==> src/logic/hsf_pkg.sv <==
// Package: addresses, bit positions and reset values of the status flags
package hsf_pkg;

    // *****************************************************
    // Register addresses on the parallel control port
    // *****************************************************
    localparam logic [7:0] STATUS_A_ADDR = 8'h01;
    localparam logic [7:0] MASK_A_ADDR = 8'h02;
    localparam logic [7:0] STATUS_B_ADDR = 8'hA1;
    localparam logic [7:0] MASK_B_ADDR = 8'hA2;

    // *****************************************************
    // Status bit positions
    // *****************************************************
    localparam int unsigned CODE_CHG_BIT = 7;
    localparam int unsigned PKT_END_BIT = 6;
    localparam int unsigned PKT_START_BIT = 5;
    localparam int unsigned RX_HALF_BIT = 4;
    localparam int unsigned RX_NE_BIT = 3;
    localparam int unsigned TX_HALF_BIT = 2;
    localparam int unsigned TX_NF_BIT = 1;
    localparam int unsigned TX_DONE_BIT = 0;

    // Bits that hold until read; the rest track the FIFOs
    localparam logic [7:0] LATCHED_BITS = 8'hE1;

    // *****************************************************
    // Reset values and sizes
    // *****************************************************
    localparam logic [7:0] STATUS_RESET = 8'h00;
    localparam logic [7:0] MASK_RESET = 8'h00;
    localparam logic [7:0] IDLE_DATA = 8'h00;
    localparam int unsigned FIFO_DEPTH = 64;
    localparam int unsigned FRAMERS = 2;

    // Access state of the control port
    typedef enum logic [1:0] {
        HSF_IDLE,
        HSF_READ,
        HSF_WRITE
    } hsf_port_state_t;

endpackage

==> src/logic/hsf_framer_status.sv <==
// Status flags of one framer's link controllers
`timescale 1ns/1ps
`default_nettype none

module hsf_framer_status #(
    parameter int unsigned FIFO_DEPTH = hsf_pkg::FIFO_DEPTH,
    parameter int unsigned LW = $clog2(FIFO_DEPTH + 1)
) (
    input wire logic sys_clk,
    input wire logic rst_n,
    input wire logic rx_code_detected,
    input wire logic rx_msg_ok,
    input wire logic rx_crc_error,
    input wire logic rx_overrun,
    input wire logic rx_abort,
    input wire logic rx_open_byte,
    input wire logic [LW-1:0] rx_fifo_level,
    input wire logic [LW-1:0] tx_fifo_level,
    input wire logic tx_msg_done,
    input wire logic read_clear,
    output logic [7:0] status
);

    typedef struct packed {
        logic code_prev;
        logic [7:0] flags;
    } hsf_framer_state_t;

    hsf_framer_state_t r;
    hsf_framer_state_t n;

    // Half-way mark; an odd depth has no clean half
    localparam logic [LW-1:0] HALF = LW'(FIFO_DEPTH / 2);
    localparam logic [LW-1:0] FULL = LW'(FIFO_DEPTH);

    if (FIFO_DEPTH < 2 || (FIFO_DEPTH % 2) != 0
            || LW < $clog2(FIFO_DEPTH + 1)) begin : g_bad_depth
        $error("FIFO depth must be even, at least two, and fit LW bits");
    end

    function automatic logic at_least(logic [LW-1:0] lvl,
                                      logic [LW-1:0] thr);
        return lvl >= thr;
    endfunction

    // *****************************************************
    // Flag update
    // *****************************************************
    // Latched flags: a set in the clearing cycle survives
    always_comb begin
        logic [7:0] set;
        logic [7:0] kept;
        set = 8'h00;
        kept = read_clear ? 8'h00 : r.flags;
        n = r;
        n.code_prev = rx_code_detected;
        set[hsf_pkg::CODE_CHG_BIT] = rx_code_detected ^ r.code_prev;
        set[hsf_pkg::PKT_END_BIT] = rx_msg_ok
            | rx_crc_error | rx_overrun | rx_abort;
        set[hsf_pkg::PKT_START_BIT] = rx_open_byte;
        set[hsf_pkg::TX_DONE_BIT] = tx_msg_done;
        n.flags = (kept | set) & hsf_pkg::LATCHED_BITS;
        // Level flags follow the FIFOs, never held
        n.flags[hsf_pkg::RX_HALF_BIT] = at_least(rx_fifo_level, HALF);
        n.flags[hsf_pkg::RX_NE_BIT] = at_least(rx_fifo_level, LW'(1));
        n.flags[hsf_pkg::TX_HALF_BIT] = !at_least(tx_fifo_level, HALF);
        n.flags[hsf_pkg::TX_NF_BIT] = !at_least(tx_fifo_level, FULL);
    end

    // State register
    always_ff @(posedge sys_clk or negedge rst_n) begin
        if (!rst_n) begin
            r <= '{code_prev: 1'b0, flags: hsf_pkg::STATUS_RESET};
        end else begin
            r <= n;
        end
    end

    assign status = r.flags;
endmodule
`default_nettype wire

==> src/logic/hsf_status_flags.sv <==
// Top: link controller status and mask registers for both framers
//
// Function
// Two status registers exist, framer A at 01h and framer B at A1h.
// Bit 7 sets when the code detector gains or loses a valid code.
// Bit 6 sets when a received message completes its CRC check.
// Bit 6 also sets on a CRC error, receive overrun or abort.
// Bit 5 sets when the receiver sees the opening byte of a packet.
// Bit 3 is set while the receive FIFO holds at least one byte.
// Bit 2 is set while the transmit FIFO is below half full.
// Bit 1 is set while the transmit FIFO has room for one more byte.
// Bit 0 sets when the transmitter has finished a message.
// Bits 7, 6, 5 and 0 hold once set and clear when the register is read.
// Each framer has a same-layout mask register, framer A at 02h.
// Bit 4 is set while the receive FIFO is at or past half full.
// Bits 4 to 1 follow the FIFO state and are never held.
`timescale 1ns/1ps
`default_nettype none

module hsf_status_flags #(
    parameter int unsigned FIFO_DEPTH = hsf_pkg::FIFO_DEPTH,
    parameter int unsigned LW = $clog2(FIFO_DEPTH + 1)
) (
    input wire logic sys_clk,
    input wire logic reset_n,
    input wire logic cpu_cs_n,
    input wire logic cpu_rd_n,
    input wire logic cpu_wr_n,
    input wire logic [7:0] cpu_addr,
    input wire logic [7:0] cpu_data_in,
    output logic [7:0] cpu_data_out,
    output logic cpu_data_oe_n,
    input wire logic [1:0] rx_code_detected,
    input wire logic [1:0] rx_msg_ok,
    input wire logic [1:0] rx_crc_error,
    input wire logic [1:0] rx_overrun,
    input wire logic [1:0] rx_abort,
    input wire logic [1:0] rx_open_byte,
    input wire logic [1:0][LW-1:0] rx_fifo_level,
    input wire logic [1:0][LW-1:0] tx_fifo_level,
    input wire logic [1:0] tx_msg_done,
    output logic [7:0] link_irq_mask_framer_a,
    output logic [7:0] link_irq_mask_framer_b,
    output logic [7:0] pending_framer_a,
    output logic [7:0] pending_framer_b
);

    // *****************************************************
    // Types and storage
    // *****************************************************
    typedef struct packed {
        logic [2:0] cs_sync;
        logic [2:0] rd_sync;
        logic [2:0] wr_sync;
        logic cs_f;
        logic rd_f;
        logic wr_f;
        hsf_pkg::hsf_port_state_t state;
        logic [7:0] addr_q;
        logic [7:0] rdata;
        logic oe_n;
        logic [7:0] mask_a;
        logic [7:0] mask_b;
        logic [7:0] pend_a;
        logic [7:0] pend_b;
    } hsf_top_state_t;

    hsf_top_state_t r;
    hsf_top_state_t n;
    logic [1:0] rst_sync;
    logic rst_n;
    logic [1:0] read_clear;
    logic [7:0] status [2];
    logic rd_go;
    logic wr_go;

    // True for every address this block answers
    function automatic logic addr_mapped(logic [7:0] a);
        return a == hsf_pkg::STATUS_A_ADDR || a == hsf_pkg::MASK_A_ADDR
            || a == hsf_pkg::STATUS_B_ADDR || a == hsf_pkg::MASK_B_ADDR;
    endfunction

    // *****************************************************
    // Reset release
    // *****************************************************
    // Assertion is immediate, release waits two clock edges
    always_ff @(posedge sys_clk or negedge reset_n) begin
        if (!reset_n) begin
            rst_sync <= 2'b00;
        end else begin
            rst_sync <= {rst_sync[0], 1'b1};
        end
    end

    assign rst_n = rst_sync[1];

    // *****************************************************
    // Per-framer flag logic
    // *****************************************************
    // Index 0 serves framer A, index 1 framer B
    for (genvar i = 0; i < hsf_pkg::FRAMERS; i++) begin : g_framer
        hsf_framer_status #(
            .FIFO_DEPTH(FIFO_DEPTH),
            .LW(LW)
        ) u_flags (
            .sys_clk(sys_clk),
            .rst_n(rst_n),
            .rx_code_detected(rx_code_detected[i]),
            .rx_msg_ok(rx_msg_ok[i]),
            .rx_crc_error(rx_crc_error[i]),
            .rx_overrun(rx_overrun[i]),
            .rx_abort(rx_abort[i]),
            .rx_open_byte(rx_open_byte[i]),
            .rx_fifo_level(rx_fifo_level[i]),
            .tx_fifo_level(tx_fifo_level[i]),
            .tx_msg_done(tx_msg_done[i]),
            .read_clear(read_clear[i]),
            .status(status[i])
        );
    end

    // *****************************************************
    // Control port
    // *****************************************************
    // Strobes are asynchronous pins: three flops, and a level
    // counts once the second and third agree. Address and
    // write data must stay steady for the whole strobe, and write
    // data until a few clocks past its end, since they are sampled a few clocks after its edges.
    always_comb begin
        n = r;
        read_clear = 2'b00;
        n.cs_sync = {r.cs_sync[1:0], ~cpu_cs_n};
        n.rd_sync = {r.rd_sync[1:0], ~cpu_rd_n};
        n.wr_sync = {r.wr_sync[1:0], ~cpu_wr_n};
        if (r.cs_sync[1] == r.cs_sync[2]) begin
            n.cs_f = r.cs_sync[2];
        end
        if (r.rd_sync[1] == r.rd_sync[2]) begin
            n.rd_f = r.rd_sync[2];
        end
        if (r.wr_sync[1] == r.wr_sync[2]) begin
            n.wr_f = r.wr_sync[2];
        end
        rd_go = r.cs_f & r.rd_f;
        wr_go = r.cs_f & r.wr_f;
        // Pending view lets outside interrupt logic use the masks
        n.pend_a = status[0] & r.mask_a;
        n.pend_b = status[1] & r.mask_b;
        unique case (r.state)
            hsf_pkg::HSF_IDLE: begin
                if (rd_go) begin
                    n.addr_q = cpu_addr;
                    n.oe_n = ~addr_mapped(cpu_addr);
                    n.state = hsf_pkg::HSF_READ;
                    // Capture and clear in one edge: nothing lost
                    unique case (cpu_addr)
                        hsf_pkg::STATUS_A_ADDR: begin
                            n.rdata = status[0];
                            read_clear[0] = 1'b1;
                        end
                        hsf_pkg::STATUS_B_ADDR: begin
                            n.rdata = status[1];
                            read_clear[1] = 1'b1;
                        end
                        hsf_pkg::MASK_A_ADDR: begin
                            n.rdata = r.mask_a;
                        end
                        hsf_pkg::MASK_B_ADDR: begin
                            n.rdata = r.mask_b;
                        end
                        default: begin
                            n.rdata = hsf_pkg::IDLE_DATA;
                        end
                    endcase
                end else if (wr_go) begin
                    n.addr_q = cpu_addr;
                    n.state = hsf_pkg::HSF_WRITE;
                end
            end
            hsf_pkg::HSF_READ: begin
                if (!rd_go) begin
                    n.oe_n = 1'b1;
                    n.state = hsf_pkg::HSF_IDLE;
                end
            end
            hsf_pkg::HSF_WRITE: begin
                // Write lands at the trailing edge, when data is valid;
                // status registers ignore writes
                if (!wr_go) begin
                    if (r.addr_q == hsf_pkg::MASK_A_ADDR) begin
                        n.mask_a = cpu_data_in;
                    end
                    if (r.addr_q == hsf_pkg::MASK_B_ADDR) begin
                        n.mask_b = cpu_data_in;
                    end
                    n.state = hsf_pkg::HSF_IDLE;
                end
            end
        endcase
    end

    // State register
    always_ff @(posedge sys_clk or negedge rst_n) begin
        if (!rst_n) begin
            r <= '{
                cs_sync: 3'h0, rd_sync: 3'h0, wr_sync: 3'h0,
                cs_f: 1'b0, rd_f: 1'b0, wr_f: 1'b0,
                state: hsf_pkg::HSF_IDLE,
                addr_q: 8'h00, rdata: hsf_pkg::IDLE_DATA, oe_n: 1'b1,
                mask_a: hsf_pkg::MASK_RESET, mask_b: hsf_pkg::MASK_RESET,
                pend_a: 8'h00, pend_b: 8'h00
            };
        end else begin
            r <= n;
        end
    end

    // Outputs straight from flops
    assign cpu_data_out = r.rdata;
    assign cpu_data_oe_n = r.oe_n;
    assign link_irq_mask_framer_a = r.mask_a;
    assign link_irq_mask_framer_b = r.mask_b;
    assign pending_framer_a = r.pend_a;
    assign pending_framer_b = r.pend_b;
endmodule
`default_nettype wire

==> config.mk <==
export PLATFORM = sky130hd
export DESIGN_NAME = hsf_status_flags
export DESIGN_NICKNAME = d
export VERILOG_FILES = /design/src/logic/hsf_pkg.sv /design/src/logic/hsf_framer_status.sv /design/src/logic/hsf_status_flags.sv
export SDC_FILE = /design/constraint.sdc
export NUM_CORES = 1
export LEC_CHECK = 0
export BUFFER_PORTS_ARGS = -buffer_cell sky130_fd_sc_hd__buf_2
export CORE_MARGIN = 2
export CORE_UTILIZATION = 38
export CTS_BUF_LIST = sky130_fd_sc_hd__clkbuf_8 sky130_fd_sc_hd__clkbuf_16
export CTS_CLUSTER_SIZE = 25
export DETAILED_ROUTE_END_ITERATION = 6
export PLACE_DENSITY = 0.63
export SLEW_MARGIN = 20
export SYNTH_ARGS = -nofsm -noshare
export SYNTH_HDL_FRONTEND = slang
export SYNTH_SLANG_ARGS = --single-unit
==> constraint.sdc <==
create_clock -name sys_clk -period 5.33 [get_ports sys_clk]
set_input_delay 0.533 -clock sys_clk [delete_from_list [all_inputs] [get_ports sys_clk]]
set_output_delay 0.533 -clock sys_clk [all_outputs]
set_load 0.01 [all_outputs]
==> flow_metrics.tcl, run 1 <==
set metrics [dict create \
    synth.net_count 338 \
    min_period_ns 2.298 \
    maxSlewHeadroom 0.2197 \
    path_delay_family "simple AND/OR/NAND/NOR gates" \
    rr_startpoint "r[50]" \
    via_per_inst 4.895 \
    crit_slowest_cell "nor4b_4" \
    cp.arrival_ns 2.58 \
    critPathKind "reg -> reg" \
    dieHeight_um 100.5 \
    cp-startpoint "r[50]" \
    fmax_ghz 0.4352 \
    mostFrequentLayoutCells "93 x buf_2, 81 x dfrtp_1, 24 x mux2_2, 18 x and2_1, 13 x nor2_1" \
    io_pins 104 \
    core_mm2 0.009153 \
    cp-start-kind "flop" \
    syn_inst 272 \
    drive_gt1_frac 0.4392 \
    drc 0 \
    cts_tree "done" \
    start_util 0.3867 \
    final_hold_viol_count 0 \
    overflow 0 \
    p_leak_nw 1.893 \
    cts_made_buffers 9 \
    final_common_cell "buf_2" \
    skew_ns 0.009314 \
    wl_per_cell_um 15.96 \
    syn_avg_cell_area_um2 13.01 \
    syn_to_final_growth_pct 16.22 \
    die_x_um 100.5 \
    critPathCaptureType "flop" \
    slew_violations 0 \
    path_cells "inv_1 > ha_1 > nand3_4 > or3_4 > nor4b_4 > a221o_1" \
    wirelength_mm 7.148 \
    io_buffers 93 \
    yosys_register_bits 83 \
    outcome "finished clean" \
    ys_seq_area_frac 0.5871 \
    clk_pin_slew_ns 0.08 \
    dieArea_mm2 0.01010 \
    ys_warn_count 0 \
    rsz0062_at_grt "false" \
    grt_pass1_wl_mm 11.68 \
    nets 398 \
    via_count 2193 \
    first_pass_iters 4 \
    drtAntennaViolNets 0 \
    setup_viol 0 \
    htreeDepth 3 \
    clock_latency_ns 0.35 \
    grt_pass1_vias 2290 \
    worst_pin_slew_ns 1.154 \
    vdd.ir_drop.worst_uv 170.8 \
    diodes 0 \
    drv_cap 0 \
    period_share 0.4311 \
    worst_hold_slack_ns 0.2365 \
    ys_async_sr_fraction 1.000 \
    total_power_mw 1.708 \
    syn_area_mm2 0.003540 \
    path_max_fanout 10 \
    setup-tns-final_ns 0 \
    grt_max_degree 82 \
    clock-root-buffer "clkbuf_8" \
    clk_path_buf_depth 2 \
    cp.required_ns 5.61 \
    synth_edf_count 0 \
    rows 35 \
    reg2reg_slack_ns 3.03 \
    cts_resized 0 \
    hpwl_mm 5.090 \
    min_path_type "reg -> async" \
    track_usage 0.1556 \
    initialDrtViolationCount 77 \
    grt_antenna_before_repair 0 \
    crit_path_max_incr_delay_ns 0.58 \
    clkSinkCount 83 \
    synth_cell_types 40 \
    place_congestion 0.7458 \
    ys_dominant_reg_cell "dfrtp_1" \
    path_buf_inv 1 \
    power_density_mw_per_mm2 415.1 \
]
[report_power, final]
| part | switching [mW] | leakage (nW) | internal [mW] | total (mW) |
|---|---|---|---|---|
| sequential | 0.0753 | 0.964 | 0.735 | 0.811 |
| clock | 0.215 | 0.136 | 0.355 | 0.569 |
| combinational | 0.156 | 0.793 | 0.172 | 0.328 |
[state kept, by name, indices dropped and copies added (netlist names)]
register / cells
g_framer.u_flags.status: 16
link_irq_mask_framer_a: 8
pending_framer_a: 8
cpu_data_oe_n: 1
g_framer.u_flags.r: 2
r: 16
cpu_data_out: 8
n: 6
rst_sync: 2
pending_framer_b: 8
link_irq_mask_framer_b: 8
[stage by stage]
| step | instances | worst slack [ns] | area [µm²] | util |
|---|---|---|---|---|
| 2_1_floorplan | 272 | 2.849 | 3540 | - |
| 3_3_place_gp | 430 | 2.994 | 3820 | 0.4174 |
| 3_5_place_dp | 430 | 2.975 | 3820 | 0.4174 |
| 4_1_cts | 447 | 3.040 | 4086 | 0.4465 |
| 5_1_grt | 448 | 2.870 | 4114 | 0.4495 |
| 6_report | 448 | 3.032 | 4114 | 0.4495 |
[per-layer routing]
| metal | part of all wire | GRT usage |
|---|---|---|
| met5 | 0 | 0 |
| met4 | 0.021 | 0.07165 |
| met3 | 0.053 | 0.04369 |
| met2 | 0.50 | 0.2494 |
| met1 | 0.43 | 0.1965 |
[path summary, 6_finish.rpt]
kind                                        end  depth (start not counted)
min in group sys_clk                      n[58]                          2
worst min register to register            n[55]                          0
worst max register to register  cpu_data_out[4]                          6
max in group asynchronous         cpu_data_oe_n                          1
worst max-delay path            cpu_data_out[4]                          6
worst min-delay path                      n[55]                          0
[Yosys cell counts, types with 2 or more instances]
cell type  instances  area [µm²]
dfrtp_1           82        2052
buf_4             42       315.3
mux2_2            24       270.3
and2_1            18       112.6
nor2_1            13       48.80
a22o_1            10       87.58
a21o_1             8       60.06
a22oi_1            8       60.06
inv_1              7       26.28
a221o_1            6       60.06
nand2_1            6       22.52
o21ai_0            4       20.02
or4_1              4       30.03
buf_2              3       15.01
ha_1               3       37.54
maj3_1             3       30.03
or2_2              3       18.77
or3_1              3       18.77
a21oi_1            2       10.01
nor4b_1            2       17.52
xor2_1             2       17.52
[layout make-up]
cell class	count	area, µm²
well taps	111	138.9
multi-input cells	136	1107
clock buffers	9	123.9
flip-flops and latches	83	2082
repair buffers	95	503.0
inverters	7	26.28
fillers	867	5039
clock inverters	7	132.6
[cell families after synthesis]
family | Yosys count | share of synthesized area
flip-flops | 83 | 0.5871
AND/OR/NAND/NOR | 57 | 0.1036
buffers and inverters | 53 | 0.1018
AO/OA/AOI/OAI | 45 | 0.1036
multiplexers | 24 | 0.07635
adder cells (fa/ha/maj) | 6 | 0.01909
XOR/XNOR | 3 | 0.007424
other | 1 | 0.001059
[timing repair]
item / 4_1_cts / 5_1_grt
setup endpoints to repair: 0 / 0
hold endpoints to repair: 2 / 0
setup buffers: 0 / 0
hold buffers: 1 / 0
Note: power is estimated with default switching activity, not from simulation.
==> run 2, diff against run 1 <==
- PLACE_DENSITY: 0.63 -> 0.65
- clock period: 5.33 -> 2.1 ns (I/O delays scaled with it)
==> run 2 against run 1 <==
Effect of this change: sequential power grew to 2.5 times the previous value; largest power group unchanged; critical path type unchanged; final cell count grew 3.6%; sequential cell count is the same; clock skew grew 0.00066 ns.
==> flow_metrics.tcl, run 2 (synthesis results as in run 1) <==
set metrics [dict create \
    outcome "finished clean" \
    p_leak_nw 1.909 \
    clock-root-buffer "clkbuf_8" \
    drv_cap 0 \
    final_util 0.4560 \
    cp-start-kind "flop" \
    dieHeight_um 100.5 \
    met1Wirelength_mm 3.039 \
    core_mm2 0.009153 \
    hpwl_mm 5.259 \
    path_max_fanout 8 \
    place_congestion 0.7218 \
    first_pass_iters 4 \
    nets 414 \
    postCtsSetupBuffers 0 \
    grt_pass1_vias 2377 \
    htreeDepth 3 \
    met3_length_um 370 \
    slew_violations 0 \
    syn_to_final_growth_pct 17.92 \
    skew_ns 0.009974 \
    grt_max_degree 53 \
    critPathCaptureType "flop" \
    clkSinkCount 83 \
    worst_pin_slew_ns 0.5091 \
    io_buffers 93 \
    overflow 0 \
    drive_gt1_frac 0.4504 \
    clk_path_buf_depth 2 \
    worst_hold_slack_ns 0.005902 \
    mostFrequentLayoutCells "93 x buf_2, 81 x dfrtp_1, 24 x mux2_2, 18 x and2_1, 13 x nor2_1" \
    multi_input_area_mm2 0.001114 \
    track_usage 0.1528 \
    die_x_um 100.5 \
    vdd.ir_drop.worst_uv 345.3 \
    cp.arrival_ns 2.22 \
    setup_viol 0 \
    cp.required_ns 2.39 \
    seqCellArea_mm2 0.002082 \
    period_share 0.9165 \
    dieArea_mm2 0.01010 \
    via_count 2279 \
    met2_length_mm 3.790 \
    maxSlewHeadroom 0.6570 \
    clk_pin_slew_ns 0.09 \
    fill_cells 874 \
    setup-tns-final_ns 0 \
    final_common_cell "buf_2" \
    min_period_ns 1.925 \
    final_hold_viol_count 0 \
    wl_per_cell_um 15.73 \
    drtAntennaViolNets 0 \
    critPathKind "reg -> reg" \
    diodes 0 \
    cts_tree "done" \
    fmax_ghz 0.5195 \
    drc 0 \
    grt_antenna_before_repair 0 \
    grt_pass1_wl_mm 11.72 \
    start_util 0.3867 \
    initialDrtViolationCount 98 \
    power_density_mw_per_mm2 946.7 \
    via_per_inst 4.912 \
    cts_made_buffers 9 \
    io_pins 104 \
    clock_latency_ns 0.36 \
    rsz0062_at_grt "false" \
    rows 35 \
    maxUsedRoutingLayer "met4" \
    min_path_type "in -> reg" \
    wirelength_mm 7.301 \
]
## run 2: metrics by stage
step / cell area (µm²) / total power [mW] / std cells / setup slack [ns]
4_1_cts: 4168 / 3.980 / 464 / 0.1117
3_5_place_dp: 3900 / 2.936 / 439 / 0.1272
6_report: 4174 / 3.951 / 464 / 0.1753
3_3_place_gp: 3900 / 2.896 / 439 / 0.1446
2_1_floorplan: 3541 / 2.774 / 272 / 0.2870
5_1_grt: 4174 / 4.171 / 464 / 0.04696
## run 2: path summary, 6_finish.rpt
path / cells after the start / slack (ns) / endpoint / startpoint
hold reg to reg: 0 / 0.26 / n[55] / rst_sync[1]
setup / recovery: 7 / 0.18 / cpu_data_out[4] / r[50]
min in group asynchronous: 2 / 0.16 / rst_sync[1] / reset_n
max in group asynchronous: 1 / 1.18 / cpu_data_oe_n / rst_sync[1]
hold / removal: 2 / 0.006 / g_framer[0].u_flags.status[1] / tx_fifo_level[6]
setup reg to reg: 7 / 0.18 / cpu_data_out[4] / r[50]
## run 2: critical path: stages, from the launching register on
cell     delay [ns]
dfrtp_1        0.41
inv_1          0.09
ha_1           0.29
nand3_4        0.10
or3_4          0.36
nor4b_4        0.23
buf_4          0.22
a221o_1        0.16
## run 2: final cells by class
class	instances	share of cell area
sequential	83	0.4988
multi-input combinational	136	0.2668
timing repair buffer	111	0.1523
tap	111	0.03327
clock buffer	9	0.02968
clock inverter	7	0.01289
inverter	7	0.006295
## run 2: layer usage
layer  GRT usage  up-vias
met2      0.2736       71
met1      0.1784     1130
li1            -     1073
met3     0.03121        5
met5           0        -
met4     0.06322        0
## run 2: report_power, final
| group | leakage, nW | switching, mW | internal (mW) |
|---|---|---|---|
| clock network | 0.0818 | 0.601 | 0.434 |
| logic | 0.863 | 0.399 | 0.457 |
| registers | 0.964 | 0.194 | 1.87 |
## run 2: what timing repair did
item / 4_1_cts / 5_1_grt
endpoints found under the setup margin: 0 / 8
hold buffers: 9 / 0
gates resized for setup: 0 / 1
endpoints found under the hold margin: 10 / 0
